<file path="config.mk">
export PLATFORM = sky130hd
export DESIGN_NAME = tpc_core
export DESIGN_NICKNAME = d
export VERILOG_FILES = /design/src/tpc_core.v
export VERILOG_INCLUDE_DIRS = /design/src /design/src/src
export SDC_FILE = /design/constraint.sdc
export NUM_CORES = 1
export LEC_CHECK = 0
export ABC_AREA = 1
export ABC_CLOCK_PERIOD_IN_PS = 2600
export BUFFER_PORTS_ARGS = -buffer_cell sky130_fd_sc_hd__buf_4
export CORE_MARGIN = 2
export CORE_UTILIZATION = 50
export CTS_CLUSTER_DIAMETER = 80
export DETAILED_ROUTE_END_ITERATION = 12
export GPL_ROUTABILITY_DRIVEN = 0
export PLACE_DENSITY_LB_ADDON = 0.2
export REMOVE_ABC_BUFFERS = 1
export SYNTH_ARGS = -nofsm -noshare
export SYNTH_HDL_FRONTEND = slang
export SYNTH_SLANG_ARGS = --single-unit
export TNS_END_PERCENT = 100
</file>
<file path="constraint.sdc">
create_clock -name hclk -period 2.6 [get_ports hclk]
set_input_delay 0.39 -clock hclk [delete_from_list [all_inputs] [get_ports hclk]]
set_output_delay 0.39 -clock hclk [all_outputs]
set_load 0.01 [all_outputs]
</file>
<file path="src/tpc_consts.vh">
// Notes on behaviour
// - Reset clears both bytes of the channel value register.
// - In capture mode, reading one value byte freezes both until the other is read.
// - Writing channel status/control releases a pending capture read latch.
// - In compare/PWM modes value bytes buffer; both written moves the 16-bit value.
// - Writing channel status/control discards a half-written channel value.
// - Clock source field resets to 00 (off); 01 selects the bus clock.
// - Clock source is off, bus clock, fixed clock tick or external input.
// - Counting pauses in debug halt and stop mode; runs on in wait mode.
// - Center-aligned select makes the counter up/down and the channel center PWM.
// - Up-counting runs 0x0000 to terminal count (modulus or 0xFFFF) then wraps.
// - Up/down runs 0 to modulus and back, each endpoint one tick long.
// - Overflow request is a level while flag and its enable are both 1.
// - Up-counting sets overflow flag on the terminal count to 0x0000 step.
// - Up/down sets overflow flag when stepping down from the modulus value.
// - Reading a counter byte freezes both bytes until both have been read.
// - Writing either counter byte resets the counter and its read latch.
// - Without center-aligned select, mode bits pick capture, compare or edge PWM.
// - Edge/level 00 frees pin; mode 00 capture edges, 01 compare, 1X edge PWM.
// - Edge PWM moves a complete buffered value only while the counter is 0x0000.
// - A capture latches the counter into the channel value and sets the flag.
`ifndef TPC_CONSTS_VH
`define TPC_CONSTS_VH

// Register byte offsets
`define TPC_OFF_TSC 6'h00
`define TPC_OFF_CNTH 6'h04
`define TPC_OFF_CNTL 6'h08
`define TPC_OFF_MODH 6'h0C
`define TPC_OFF_MODL 6'h10
`define TPC_OFF_CSC 6'h14
`define TPC_OFF_CVH 6'h18
`define TPC_OFF_CVL 6'h1C
`define TPC_ADDR_ZERO 6'h00

// Bus transfer size of a whole word
`define TPC_HSIZE_WORD 3'h2

// Timer status/control fields
`define TPC_TSC_TOF 7
`define TPC_TSC_OVERFLOW_INTERRUPT_ENABLE 6
`define TPC_TSC_CENTER_ALIGNED_SELECT 5
`define TPC_TSC_CLKS_HI 4
`define TPC_TSC_CLKS_LO 3

// Channel status/control fields
`define TPC_CSC_FLAG 7
`define TPC_CSC_IE 6
`define TPC_CSC_MSB 5
`define TPC_CSC_MSA 4
`define TPC_CSC_ELSB 3
`define TPC_CSC_ELSA 2

// Clock source codes
`define TPC_CLK_OFF 2'h0
`define TPC_CLK_BUS 2'h1
`define TPC_CLK_FIXED 2'h2
`define TPC_CLK_EXT 2'h3

// Edge/level codes
`define TPC_ELS_NONE 2'h0
`define TPC_ELS_RISE 2'h1
`define TPC_ELS_FALL 2'h2
`define TPC_ELS_BOTH 2'h3

// Values
`define TPC_CNT_ZERO 16'h0000
`define TPC_CNT_MAX 16'hFFFF
`define TPC_CNT_ONE 16'h0001
`define TPC_BYTE_ZERO 8'h00
`define TPC_WORD_ZERO 32'h00000000

`endif

</file>
<file path="src/tpc_core.v">
`timescale 1ns/1ps
`include "tpc_consts.vh"

module tpc_core (
	input wire hclk,
	input wire hresetn,
	input wire hsel,
	input wire [31:0] haddr,
	input wire [1:0] htrans,
	input wire hwrite,
	input wire [2:0] hsize,
	input wire [31:0] hwdata,
	input wire hready,
	output wire hreadyout,
	output wire hresp,
	output wire [31:0] hrdata,
	input wire fixed_clk_tick,
	input wire ext_clk_in,
	input wire debug_halt,
	input wire stop_mode,
	input wire chan_pin_in,
	output wire chan_pin_out,
	output wire chan_pin_oe,
	output wire overflow_irq,
	output wire channel_irq
);

////////////////////////////////////////////////////////////////////////////////
// Register state
reg [31:0] hrdata_r;
reg wr_act_r;
reg [5:0] wr_addr_r;
reg overflow_flag_r;
reg overflow_interrupt_enable_r;
reg center_aligned_select_r;
reg [1:0] clock_source_field_r;
reg [15:0] main_counter_r;
reg count_down_r;
reg [15:0] cnt_buf_r;
reg cnt_lat_r;
reg cnt_lat_hi_r;
reg [15:0] modulus_value_r;
reg [15:0] mod_buf_r;
reg mod_hi_wr_r;
reg mod_lo_wr_r;
reg channel_event_flag_r;
reg chan_ie_r;
reg channel_mode_select_b_r;
reg channel_mode_select_a_r;
reg [1:0] edge_level_select_r;
reg [15:0] chan_value_r;
reg [15:0] cv_buf_r;
reg cv_hi_wr_r;
reg cv_lo_wr_r;
reg [15:0] cv_rd_buf_r;
reg cv_lat_r;
reg cv_lat_hi_r;
reg ext_prev_r;
reg pin_prev_r;
reg pin_out_r;

////////////////////////////////////////////////////////////////////////////////
// Bus decode: zero wait states, always OKAY
wire addr_go = hsel & hready & htrans[1];
wire rd_go = addr_go & ~hwrite;
wire [5:0] rd_off = haddr[5:0];
wire wr_tsc = wr_act_r & (wr_addr_r == `TPC_OFF_TSC);
wire wr_cnt = wr_act_r & ((wr_addr_r == `TPC_OFF_CNTH) | (wr_addr_r == `TPC_OFF_CNTL));
wire wr_modh = wr_act_r & (wr_addr_r == `TPC_OFF_MODH);
wire wr_modl = wr_act_r & (wr_addr_r == `TPC_OFF_MODL);
wire wr_csc = wr_act_r & (wr_addr_r == `TPC_OFF_CSC);
wire wr_cvh = wr_act_r & (wr_addr_r == `TPC_OFF_CVH);
wire wr_cvl = wr_act_r & (wr_addr_r == `TPC_OFF_CVL);
wire [7:0] wbyte = hwdata[7:0];
wire rd_cnth = rd_go & (rd_off == `TPC_OFF_CNTH);
wire rd_cntl = rd_go & (rd_off == `TPC_OFF_CNTL);
wire rd_cvh = rd_go & (rd_off == `TPC_OFF_CVH);
wire rd_cvl = rd_go & (rd_off == `TPC_OFF_CVL);

// No wait states and no error: the slave answers every transfer at once
assign hreadyout = 1'b1;
assign hresp = 1'b0;
assign hrdata = hrdata_r;

////////////////////////////////////////////////////////////////////////////////
// Mode decode
wire mode_cpwm = center_aligned_select_r;
wire mode_epwm = ~mode_cpwm & channel_mode_select_b_r;
wire mode_oc = ~mode_cpwm & ~channel_mode_select_b_r & channel_mode_select_a_r;
wire mode_ic = ~mode_cpwm & ~channel_mode_select_b_r & ~channel_mode_select_a_r;
wire pin_used = (edge_level_select_r != `TPC_ELS_NONE);

////////////////////////////////////////////////////////////////////////////////
// Counting tick from the selected source, held off in debug halt and stop
// External input counts on its rising edge, so it must run at no more than half of hclk
wire ext_rise = ext_clk_in & ~ext_prev_r;
reg src_tick;
always @* begin
	case (clock_source_field_r)
		`TPC_CLK_BUS: src_tick = 1'b1;
		`TPC_CLK_FIXED: src_tick = fixed_clk_tick;
		`TPC_CLK_EXT: src_tick = ext_rise;
		default: src_tick = 1'b0;
	endcase
end
// Debug halt and stop mode hold the count; wait mode does not pause it
wire tick = src_tick & ~debug_halt & ~stop_mode;

////////////////////////////////////////////////////////////////////////////////
// Next counter value and overflow detection
// A modulus of zero lets the counter run through the full 16-bit range
wire [15:0] term = (modulus_value_r == `TPC_CNT_ZERO) ? `TPC_CNT_MAX : modulus_value_r;
reg [15:0] cnt_nxt;
reg dir_nxt;
reg ovf_evt;
always @* begin
	cnt_nxt = main_counter_r;
	dir_nxt = count_down_r;
	ovf_evt = 1'b0;
	if (!mode_cpwm) begin
		dir_nxt = 1'b0;
		if (main_counter_r == term) begin
			cnt_nxt = `TPC_CNT_ZERO;
			ovf_evt = 1'b1;
		end else begin
			cnt_nxt = main_counter_r + `TPC_CNT_ONE;
		end
	end else if (!count_down_r) begin
		if (main_counter_r == modulus_value_r) begin
			cnt_nxt = main_counter_r - `TPC_CNT_ONE;
			dir_nxt = 1'b1;
			ovf_evt = 1'b1;
		end else begin
			cnt_nxt = main_counter_r + `TPC_CNT_ONE;
		end
	end else begin
		if (main_counter_r == `TPC_CNT_ZERO) begin
			cnt_nxt = main_counter_r + `TPC_CNT_ONE;
			dir_nxt = 1'b0;
		end else begin
			cnt_nxt = main_counter_r - `TPC_CNT_ONE;
		end
	end
end
// Overflow only counts on a real counting tick
wire ovf_tick = tick & ovf_evt;

////////////////////////////////////////////////////////////////////////////////
// Channel events
wire pin_rise = chan_pin_in & ~pin_prev_r;
wire pin_fall = ~chan_pin_in & pin_prev_r;
reg cap_edge;
always @* begin
	case (edge_level_select_r)
		`TPC_ELS_RISE: cap_edge = pin_rise;
		`TPC_ELS_FALL: cap_edge = pin_fall;
		`TPC_ELS_BOTH: cap_edge = pin_rise | pin_fall;
		default: cap_edge = 1'b0;
	endcase
end
// Capture is edge driven; a compare match needs a counting tick
wire capture = mode_ic & cap_edge;
wire match = tick & ~mode_ic & (main_counter_r == chan_value_r);
wire chan_evt = capture | match;

// Value buffer transfer condition per mode
wire cv_full = cv_hi_wr_r & cv_lo_wr_r;
wire cv_xfer_ok = mode_cpwm ? ovf_tick :
	(mode_epwm ? (main_counter_r == `TPC_CNT_ZERO) : 1'b1);
wire cv_xfer = cv_full & cv_xfer_ok & ~mode_ic;
// Modulus pair: applied at once when up-counting, at the turn in center mode
wire mod_full = mod_hi_wr_r & mod_lo_wr_r;
wire mod_xfer = mod_full & (~mode_cpwm | ovf_tick);

////////////////////////////////////////////////////////////////////////////////
// Read data mux with coherency buffers
wire [15:0] cnt_view = cnt_lat_r ? cnt_buf_r : main_counter_r;
wire [15:0] cv_view = (mode_ic & cv_lat_r) ? cv_rd_buf_r : chan_value_r;
// Unused bits and unmapped offsets read as zero
reg [7:0] rd_byte;
always @* begin
	case (rd_off)
		`TPC_OFF_TSC: rd_byte = {overflow_flag_r, overflow_interrupt_enable_r,
			center_aligned_select_r, clock_source_field_r, 3'h0};
		`TPC_OFF_CNTH: rd_byte = cnt_view[15:8];
		`TPC_OFF_CNTL: rd_byte = cnt_view[7:0];
		`TPC_OFF_MODH: rd_byte = modulus_value_r[15:8];
		`TPC_OFF_MODL: rd_byte = modulus_value_r[7:0];
		`TPC_OFF_CSC: rd_byte = {channel_event_flag_r, chan_ie_r, channel_mode_select_b_r,
			channel_mode_select_a_r, edge_level_select_r, 2'h0};
		`TPC_OFF_CVH: rd_byte = cv_view[15:8];
		`TPC_OFF_CVL: rd_byte = cv_view[7:0];
		default: rd_byte = `TPC_BYTE_ZERO;
	endcase
end

// Bus pipeline: read data at address edge, write address held for data phase
always @(posedge hclk or negedge hresetn) begin
	if (!hresetn) begin
		hrdata_r <= `TPC_WORD_ZERO;
		wr_act_r <= 1'b0;
		wr_addr_r <= `TPC_ADDR_ZERO;
	end else begin
		// Only whole-word writes are kept; the data phase follows
		wr_act_r <= addr_go & hwrite & (hsize == `TPC_HSIZE_WORD);
		wr_addr_r <= haddr[5:0];
		if (rd_go)
			hrdata_r <= {24'h000000, rd_byte};
	end
end

////////////////////////////////////////////////////////////////////////////////
// Timer status/control, counter and modulus
always @(posedge hclk or negedge hresetn) begin
	if (!hresetn) begin
		overflow_flag_r <= 1'b0;
		overflow_interrupt_enable_r <= 1'b0;
		center_aligned_select_r <= 1'b0;
		clock_source_field_r <= `TPC_CLK_OFF;
		main_counter_r <= `TPC_CNT_ZERO;
		count_down_r <= 1'b0;
		cnt_buf_r <= `TPC_CNT_ZERO;
		cnt_lat_r <= 1'b0;
		cnt_lat_hi_r <= 1'b0;
		modulus_value_r <= `TPC_CNT_ZERO;
		mod_buf_r <= `TPC_CNT_ZERO;
		mod_hi_wr_r <= 1'b0;
		mod_lo_wr_r <= 1'b0;
		ext_prev_r <= 1'b0;
	end else begin
		// Previous external level for edge detection
		ext_prev_r <= ext_clk_in;
		// Control write; flag cleared by writing 1, a new overflow wins
		if (wr_tsc) begin
			overflow_interrupt_enable_r <= wbyte[`TPC_TSC_OVERFLOW_INTERRUPT_ENABLE];
			center_aligned_select_r <= wbyte[`TPC_TSC_CENTER_ALIGNED_SELECT];
			clock_source_field_r <= wbyte[`TPC_TSC_CLKS_HI:`TPC_TSC_CLKS_LO];
			if (wbyte[`TPC_TSC_TOF])
				overflow_flag_r <= 1'b0;
		end
		if (ovf_tick)
			overflow_flag_r <= 1'b1;
		// Counter: a write resets it, otherwise step on each tick
		if (wr_cnt) begin
			main_counter_r <= `TPC_CNT_ZERO;
			count_down_r <= 1'b0;
		end else if (tick) begin
			main_counter_r <= cnt_nxt;
			count_down_r <= dir_nxt;
		end
		// Counter read coherency
		if (wr_cnt) begin
			cnt_lat_r <= 1'b0;
		end else if ((rd_cnth | rd_cntl) & ~cnt_lat_r) begin
			cnt_lat_r <= 1'b1;
			cnt_lat_hi_r <= rd_cnth;
			cnt_buf_r <= main_counter_r;
		end else if (cnt_lat_r & ((rd_cntl & cnt_lat_hi_r) | (rd_cnth & ~cnt_lat_hi_r))) begin
			cnt_lat_r <= 1'b0;
		end
		// Modulus buffer; a control write cancels a partial pair
		if (wr_tsc) begin
			mod_hi_wr_r <= 1'b0;
			mod_lo_wr_r <= 1'b0;
		end else if (mod_xfer) begin
			modulus_value_r <= mod_buf_r;
			mod_hi_wr_r <= 1'b0;
			mod_lo_wr_r <= 1'b0;
		end
		if (wr_modh) begin
			mod_buf_r[15:8] <= wbyte;
			mod_hi_wr_r <= 1'b1;
		end
		if (wr_modl) begin
			mod_buf_r[7:0] <= wbyte;
			mod_lo_wr_r <= 1'b1;
		end
	end
end

////////////////////////////////////////////////////////////////////////////////
// Channel status/control and value registers
always @(posedge hclk or negedge hresetn) begin
	if (!hresetn) begin
		channel_event_flag_r <= 1'b0;
		chan_ie_r <= 1'b0;
		channel_mode_select_b_r <= 1'b0;
		channel_mode_select_a_r <= 1'b0;
		edge_level_select_r <= `TPC_ELS_NONE;
		chan_value_r <= `TPC_CNT_ZERO;
		cv_buf_r <= `TPC_CNT_ZERO;
		cv_hi_wr_r <= 1'b0;
		cv_lo_wr_r <= 1'b0;
		cv_rd_buf_r <= `TPC_CNT_ZERO;
		cv_lat_r <= 1'b0;
		cv_lat_hi_r <= 1'b0;
		pin_prev_r <= 1'b0;
	end else begin
		// Previous pin level; the capture edge compares against it
		pin_prev_r <= chan_pin_in;
		if (wr_csc) begin
			chan_ie_r <= wbyte[`TPC_CSC_IE];
			channel_mode_select_b_r <= wbyte[`TPC_CSC_MSB];
			channel_mode_select_a_r <= wbyte[`TPC_CSC_MSA];
			edge_level_select_r <= wbyte[`TPC_CSC_ELSB:`TPC_CSC_ELSA];
			if (wbyte[`TPC_CSC_FLAG])
				channel_event_flag_r <= 1'b0;
		end
		if (chan_evt)
			channel_event_flag_r <= 1'b1;
		// Write coherency: control write discards a partial value
		if (wr_csc) begin
			cv_hi_wr_r <= 1'b0;
			cv_lo_wr_r <= 1'b0;
		end else if (cv_xfer) begin
			chan_value_r <= cv_buf_r;
			cv_hi_wr_r <= 1'b0;
			cv_lo_wr_r <= 1'b0;
		end
		if (wr_cvh) begin
			cv_buf_r[15:8] <= wbyte;
			cv_hi_wr_r <= 1'b1;
		end
		if (wr_cvl) begin
			cv_buf_r[7:0] <= wbyte;
			cv_lo_wr_r <= 1'b1;
		end
		// A capture is assigned last, so it overrides any buffered transfer
		if (capture)
			chan_value_r <= main_counter_r;
		// Capture read coherency
		if (wr_csc) begin
			cv_lat_r <= 1'b0;
		end else if (mode_ic & (rd_cvh | rd_cvl) & ~cv_lat_r) begin
			cv_lat_r <= 1'b1;
			cv_lat_hi_r <= rd_cvh;
			cv_rd_buf_r <= chan_value_r;
		end else if (cv_lat_r & ((rd_cvl & cv_lat_hi_r) | (rd_cvh & ~cv_lat_hi_r))) begin
			cv_lat_r <= 1'b0;
		end
	end
end

////////////////////////////////////////////////////////////////////////////////
// Channel pin output per mode
always @(posedge hclk or negedge hresetn) begin
	if (!hresetn) begin
		pin_out_r <= 1'b0;
	end else if (mode_cpwm) begin
		if (match)
			pin_out_r <= count_down_r ? ~edge_level_select_r[0] : edge_level_select_r[0];
	end else if (mode_epwm) begin
		// Overflow starts the pulse, a match ends it; the match wins a tie
		if (ovf_tick)
			pin_out_r <= ~edge_level_select_r[0];
		if (match)
			pin_out_r <= edge_level_select_r[0];
	end else if (mode_oc & match) begin
		// Compare action chosen by the edge/level field
		case (edge_level_select_r)
			`TPC_ELS_RISE: pin_out_r <= ~pin_out_r;
			`TPC_ELS_FALL: pin_out_r <= 1'b0;
			`TPC_ELS_BOTH: pin_out_r <= 1'b1;
			default: pin_out_r <= pin_out_r;
		endcase
	end
end

// Pin drive and level-type requests come straight from registers
assign chan_pin_out = pin_out_r;
assign chan_pin_oe = pin_used & ~mode_ic;
assign overflow_irq = overflow_flag_r & overflow_interrupt_enable_r;
assign channel_irq = channel_event_flag_r & chan_ie_r;

endmodule

</file>
; ---- Word-level counts from Yosys, hierarchy flattened
; Cells that the tools add are included.
[totals]
out_inout_bits = 38
register_bits = 150
word_cells = 217
[op_classes]
n_addsub = 2
n_bitwise = 75
reduce_logical = 26
mux = 54
n_eq_ne = 27
[ops]
columns = op, count
row1 = 2-to-1 mux 16 bit, 13
row2 = one-hot mux 8 bit (8 select lines), 1
row3 = bitwise AND 1 bit, 48
row4 = == test 16 bit, 3
row5 = "== test 6 x 5 -> 1 bit, second input constant", 8
row6 = 2-to-1 mux 1 bit, 37
row7 = logical NOT 16 bit, 2
row8 = "== test 6 x 4 -> 1 bit, second input constant", 4
row9 = nonzero test 3 bit, 7
row10 = NOT 1 bit, 19
row11 = "adder 16 x 1 -> 16 bit, second input constant", 1
row12 = "subtractor 16 x 1 -> 16 bit, second input constant", 1
row13 = nonzero test 2 bit, 7
row14 = "== test 6 x 3 -> 1 bit, second input constant", 2
row15 = logical NOT 6 bit, 2
row16 = AND reduction 2 bit, 6
row17 = one-hot mux 1 bit (3 select lines), 3
row18 = "== test 2 bit, second input constant", 4
row19 = bitwise OR 1 bit, 8
row20 = nonzero test 5 bit, 1
row21 = "== test 2 x 1 -> 1 bit, second input constant", 2
row22 = "inequality test 2 x 1 -> 1 bit, second input constant", 2
row23 = AND reduction 4 bit, 1
row24 = "== test 3 x 2 -> 1 bit, second input constant", 1
row25 = "inequality test 3 x 1 -> 1 bit, second input constant", 1

; ---- Depth between registers and ports, before layout
[depth]
depth_word = 12
depth_mapped = 15
ltp_nobuf = 14

; ---- Worst setup path after synthesis
; OpenSTA, ideal clock, no wires.
[synth_timing]
path_type = register to register
from = register main_counter_r[1]
to = register chan_value_r[10]
stages_incl_launch_ff = 13
t_required_ns = 2.483
synth_period_minus_slack_ns = 1.818
slack_ns = 0.782
t_arrival_ns = 1.701
setup_time_ns = 0.117
cell_sequence = dfrtp_1 -> buf_2 -> inv_2 -> o21ai_0 -> nor2_1 -> nand2_1 -> nor2_1 -> nand2_2 -> o21ai_4 -> nand4_4 -> buf_2 -> nand3_1 -> nand2_1
[synth_between]
elab_chain_cells = 10
elab_cells_between_ends = 14
classes_between = eq/ne (2) / mux (6) / bitwise (3) / reduce/logical (3)
[synth_rtl]
columns = item, line
row1 = "start, declared", tpc_core.v:37  ; reg [15:0] main_counter_r;
row2 = "start signal, assigned", tpc_core.v:220  ; main_counter_r <= `TPC_CNT_ZERO;
row3 = "start signal, assigned", tpc_core.v:245  ; main_counter_r <= `TPC_CNT_ZERO;
row4 = "start signal, assigned", tpc_core.v:248  ; main_counter_r <= cnt_nxt;
row5 = == test 16 bit, tpc_core.v:129  ; if (main_counter_r == modulus_value_r) begin
row6 = 2-to-1 mux 1 bit, tpc_core.v:129
row7 = 2-to-1 mux 1 bit, tpc_core.v:128  ; end else if (!count_down_r) begin
row8 = 2-to-1 mux 1 bit, tpc_core.v:120  ; if (!mode_cpwm) begin
row9 = bitwise AND 1 bit, tpc_core.v:146  ; wire ovf_tick = tick & ovf_evt;
row10 = 2-to-1 mux 1 bit (*), tpc_core.v:168  ; wire cv_xfer_ok = mode_cpwm ? ovf_tick :
row11 = bitwise AND 1 bit (*) (2 in series), tpc_core.v:170  ; wire cv_xfer = cv_full & cv_xfer_ok & ~mode_ic;
row12 = nonzero test 2 bit (no source line) (*), -
row13 = AND reduction 2 bit (no source line) (*), -
row14 = "end signal, assigned", tpc_core.v:290  ; chan_value_r <= `TPC_CNT_ZERO;
row15 = "end signal, assigned", tpc_core.v:316  ; chan_value_r <= cv_buf_r;
row16 = "end signal, assigned", tpc_core.v:330  ; chan_value_r <= main_counter_r;
row17 = "end, declared", tpc_core.v:51  ; reg [15:0] chan_value_r;
; Every way passes the cells marked *; elsewhere a longest branch is shown, timed or not.
; A chain may end at the register's enable or synchronous reset.

; ---- Final worst setup path
[layout_timing]
from = register main_counter_r[1]
to = register modulus_value_r[15]
[layout_between]
elab_chain_cells = 8
elab_cells_between_ends = 10
classes_between = eq/ne (2) / mux (4) / bitwise (3) / reduce/logical (1)
[layout_rtl]
columns = item, line
row1 = == test 16 bit, tpc_core.v:129
row2 = 2-to-1 mux 1 bit, tpc_core.v:129
row3 = 2-to-1 mux 1 bit, tpc_core.v:128
row4 = 2-to-1 mux 1 bit (*), tpc_core.v:120
row5 = bitwise AND 1 bit (*), tpc_core.v:146
row6 = bitwise OR 1 bit (*), tpc_core.v:173  ; wire mod_xfer = mod_full & (~mode_cpwm | ovf_tick);
row7 = bitwise AND 1 bit (*), tpc_core.v:173
row8 = AND reduction 2 bit (no source line) (*), -
row9 = "end signal, assigned", tpc_core.v:225  ; modulus_value_r <= `TPC_CNT_ZERO;
row10 = "end signal, assigned", tpc_core.v:266  ; modulus_value_r <= mod_buf_r;
row11 = "end, declared", tpc_core.v:42  ; reg [15:0] modulus_value_r;
; Marked as above.

==> impl_metrics.toml <==
[status]
status = "finished clean"

[timing]
worstMarginPinSlew_ns = 0.7281
slew_headroom_pct = 51.13
finalCriticalPeriod_ns = 2.352
hold_violations = 0
skew_ns = 0.01410
period_share_pct = 90.46
slew_violations = 0
setup_viol_count_final = 0
fmax_mhz = 425.2
tns_ns = 0
rsz0062_at_grt = "no"
final.setup.worst_slack_ns = 0.2481

[floorplan]
ios = 117
placementRows = 47
dieWidth_um = 134.6
coreArea_um2 = 16640
die_y_um = 134.6
initial_core_util_pct = 51.21
die_area_um2 = 18100

[route]
vias = 7993
top_layer = "met4"
vias_per_cell = 5.512
dr_wl_met2_um = 11270
wl_met3_um = 2346
met1_length_um = 11510
wl_per_cell_um = 17.87
drc = 0
first_pass_iters = 8
ant_nets = 0
drt_wl_total_um = 25910
drtIter0Drc = 903

[grt]
grt_use_total_pct = 30.05
grt_pass1_vias = 7212
grt_max_degree = 65
grt_first_pass_wirelength_um = 41230
antenna_found_initial = 0
grt_overflow_total = 0

[placement]
hpwlAfterDp_um = 19060
preCtsSetupSlack_ns = 0.3372
placement.io_buffers = 39
placed_area_um2 = 9094
dp_cells = 1417

[cts]
cts_tree = "done"
numCtsBuffers = 17
cts_hold_buf = 1
clockRootBuffer = "clkbuf_16"
clk_pin_slew_ns = 0.07
cts_max_path_buffers = 2
cts_setup_buffers = 0
postCtsResizedCells = 0
htreeDepth = 4
insertion_delay_ns = 0.44
cts.sinks = 150

[worst_setup_path]
worstSetupStartpointType = "register"
worstPathMaxFanout = 17
reg2reg_setup_slack_ns = 0.25
cp_slowest_cell = "dfrtp_1"
end_kind = "register"
required_ns = 2.95
worstPathBufferInverterCount = 2
slowest_delay_ns = 0.56
cp_cell_sequence = "inv_2 -> o21ai_0 -> nor2_1 -> nand2_1 -> nor2_1 -> nand2_2 -> o21ai_4 -> nand2_2 -> nor2_4 -> buf_4 -> nand2_1 -> o21ai_1"
worstPathArrival_ns = 2.70
cp_top_family = "simple AND/OR/NAND/NOR gates"
critical_path_depth = 12
r2r_cells = 12
rr_endpoint = "modulus_value_r[15]"
crit-reg2reg-launch = "main_counter_r[1]"
startpoint = "main_counter_r[1]"
cp-endpoint = "modulus_value_r[15]"
worst-setup-path-type = "reg -> reg"

[pwr]
clkPwrFrac_pct = 39.2
pwr-share-seq_pct = 44.1
comb_power_share_pct = 16.6
p_int_mw = 4.149
p_sw_mw = 1.838
power_density_nw_per_um2 = 619.7
peakVddDrop_uv = 494.1
netSwitchingFraction_pct = 30.70
p_leak_nw = 5.104

[hold_path]
min_from = "ext_clk_in"
worst_hold_path_type = "in -> reg"

[synthesis]
synth_compound_area_share_pct = 13.86
synth_ff_type = "dfrtp_1"
synthMuxAreaShare_pct = 0
async_flop_share_pct = 100.0
synth-edff-count = 0
synth.ff_latch_count = 150
synth-xor-area-share_pct = 2.980
synthCells = 1165
synth_area_um2 = 8522
ys.warnings.count = 0
yosysSeqAreaShare_pct = 44.05
avgSynthCellArea_um2 = 7.315
synth_top_family_by_area = "simple AND/OR/NAND/NOR gates"
synth_adder_area_share_pct = 0.7341
synth_simple_gate_area_share_pct = 27.26
yosysUniqueCellTypes = 44

[final_layout]
design_area_um2 = 9662
diodes = 0
layout_commonest_cell = "nand2_1"
mostFrequentLayoutCells = "nand2_1, dfrtp_1, o21ai_0, inv_1, nor2_1"
syn2layout_area_growth_pct = 13.38
fin_util_pct = 58.06
drive_gt1_share_pct = 10.89
fin_cells = 1450
final_nets = 1301

[job]
cap_violations = 0
power groups by stage:
stage	logic (mW)	registers (mW)	clock network (mW)
after global placement	0.964	2.68	0
after global routing	1.13	2.66	2.48
after detailed placement	0.977	2.68	0
final	0.996	2.64	2.35
after floorplan	0.608	2.64	0
after CTS	0.983	2.64	2.36
through the flow:
step	power [mW]	hold WS (ns)
floorplan	3.245	0.09441
global route	6.267	0.05697
detailed placement	3.654	0.4161
finish	5.987	0.06280
CTS	5.982	0.05588
global placement	3.640	0.4197
sequential cells by signal, summed over array words and instances (netlist names), 2 cells and up:
| name | count |
|---|---|
| clock_source_field_r | 2 |
| mod_buf_r | 16 |
| chan_value_r | 16 |
| hrdata | 8 |
| cv_buf_r | 16 |
| wr_addr_r | 6 |
| edge_level_select_r | 2 |
| cnt_buf_r | 16 |
| modulus_value_r | 16 |
| cv_rd_buf_r | 16 |
| main_counter_r | 16 |
worst reg2reg max path, delay by kind of cell (launching register included):
kind	cells	cell delay (ns)
flip-flops	1	0.56
AND/OR/NAND/NOR	7	0.85
AO/OA/AOI/OAI	3	0.42
buffers and inverters	2	0.43
how the worst min path moves through the flow:
stage                               to  slack (ns)  depth (start not counted)
2_1_floorplan  center_aligned_select_r        0.09                          0
3_3_place_gp                cv_hi_wr_r        0.42                          1
3_5_place_dp                cv_hi_wr_r        0.42                          1
4_1_cts                     ext_prev_r        0.06                          1
5_1_grt                     ext_prev_r        0.06                          1
6_report                    ext_prev_r        0.06                          1
routing by layer:
layer | vias to the layer above | GRT usage [%]
met5 | - | 0
met4 | 0 | 11.75
met3 | 55 | 5.968
met2 | 396 | 43.37
met1 | 3723 | 44.55
li1 | 3819 | -
cells in the mapped netlist (5+ instances only):
cell,count,share of area [%]
o22ai_1,13,0.95
buf_2,13,0.76
dfrtp_1,150,44
nor2_1,88,3.9
ha_1,5,0.73
nand4_1,22,1.6
buf_4,31,2.7
xor2_1,24,2.5
nor3_1,12,0.70
a21oi_1,25,1.5
o21ai_1,16,0.94
inv_2,8,0.35
inv_1,115,5.1
clkbuf_1,26,1.1
nand2_1,359,16
o21ai_0,133,7.8
nand3_1,67,3.9
o211ai_1,12,1.1
xnor2_1,5,0.51
kinds of logic after synthesis:
group / Yosys count
and+or+nand+nor: 561
other: 2
buffers and inverters: 203
adders and majority gates: 5
DFF: 150
AOI/OAI and AO/OA: 215
xor gates and xnor gates: 29
cell type report:
| type | count | area [µm²] |
|---|---|---|
| clock buffer | 21 | 470.5 |
| sequential | 150 | 3754 |
| inverter | 125 | 471.7 |
| multi-input combinational | 836 | 3919 |
| tap | 220 | 275.3 |
| clock inverter | 11 | 87.58 |
| timing repair buffer | 87 | 684.4 |
| fill | 1570 | 6980 |
Power figures use the tool's default switching activity.
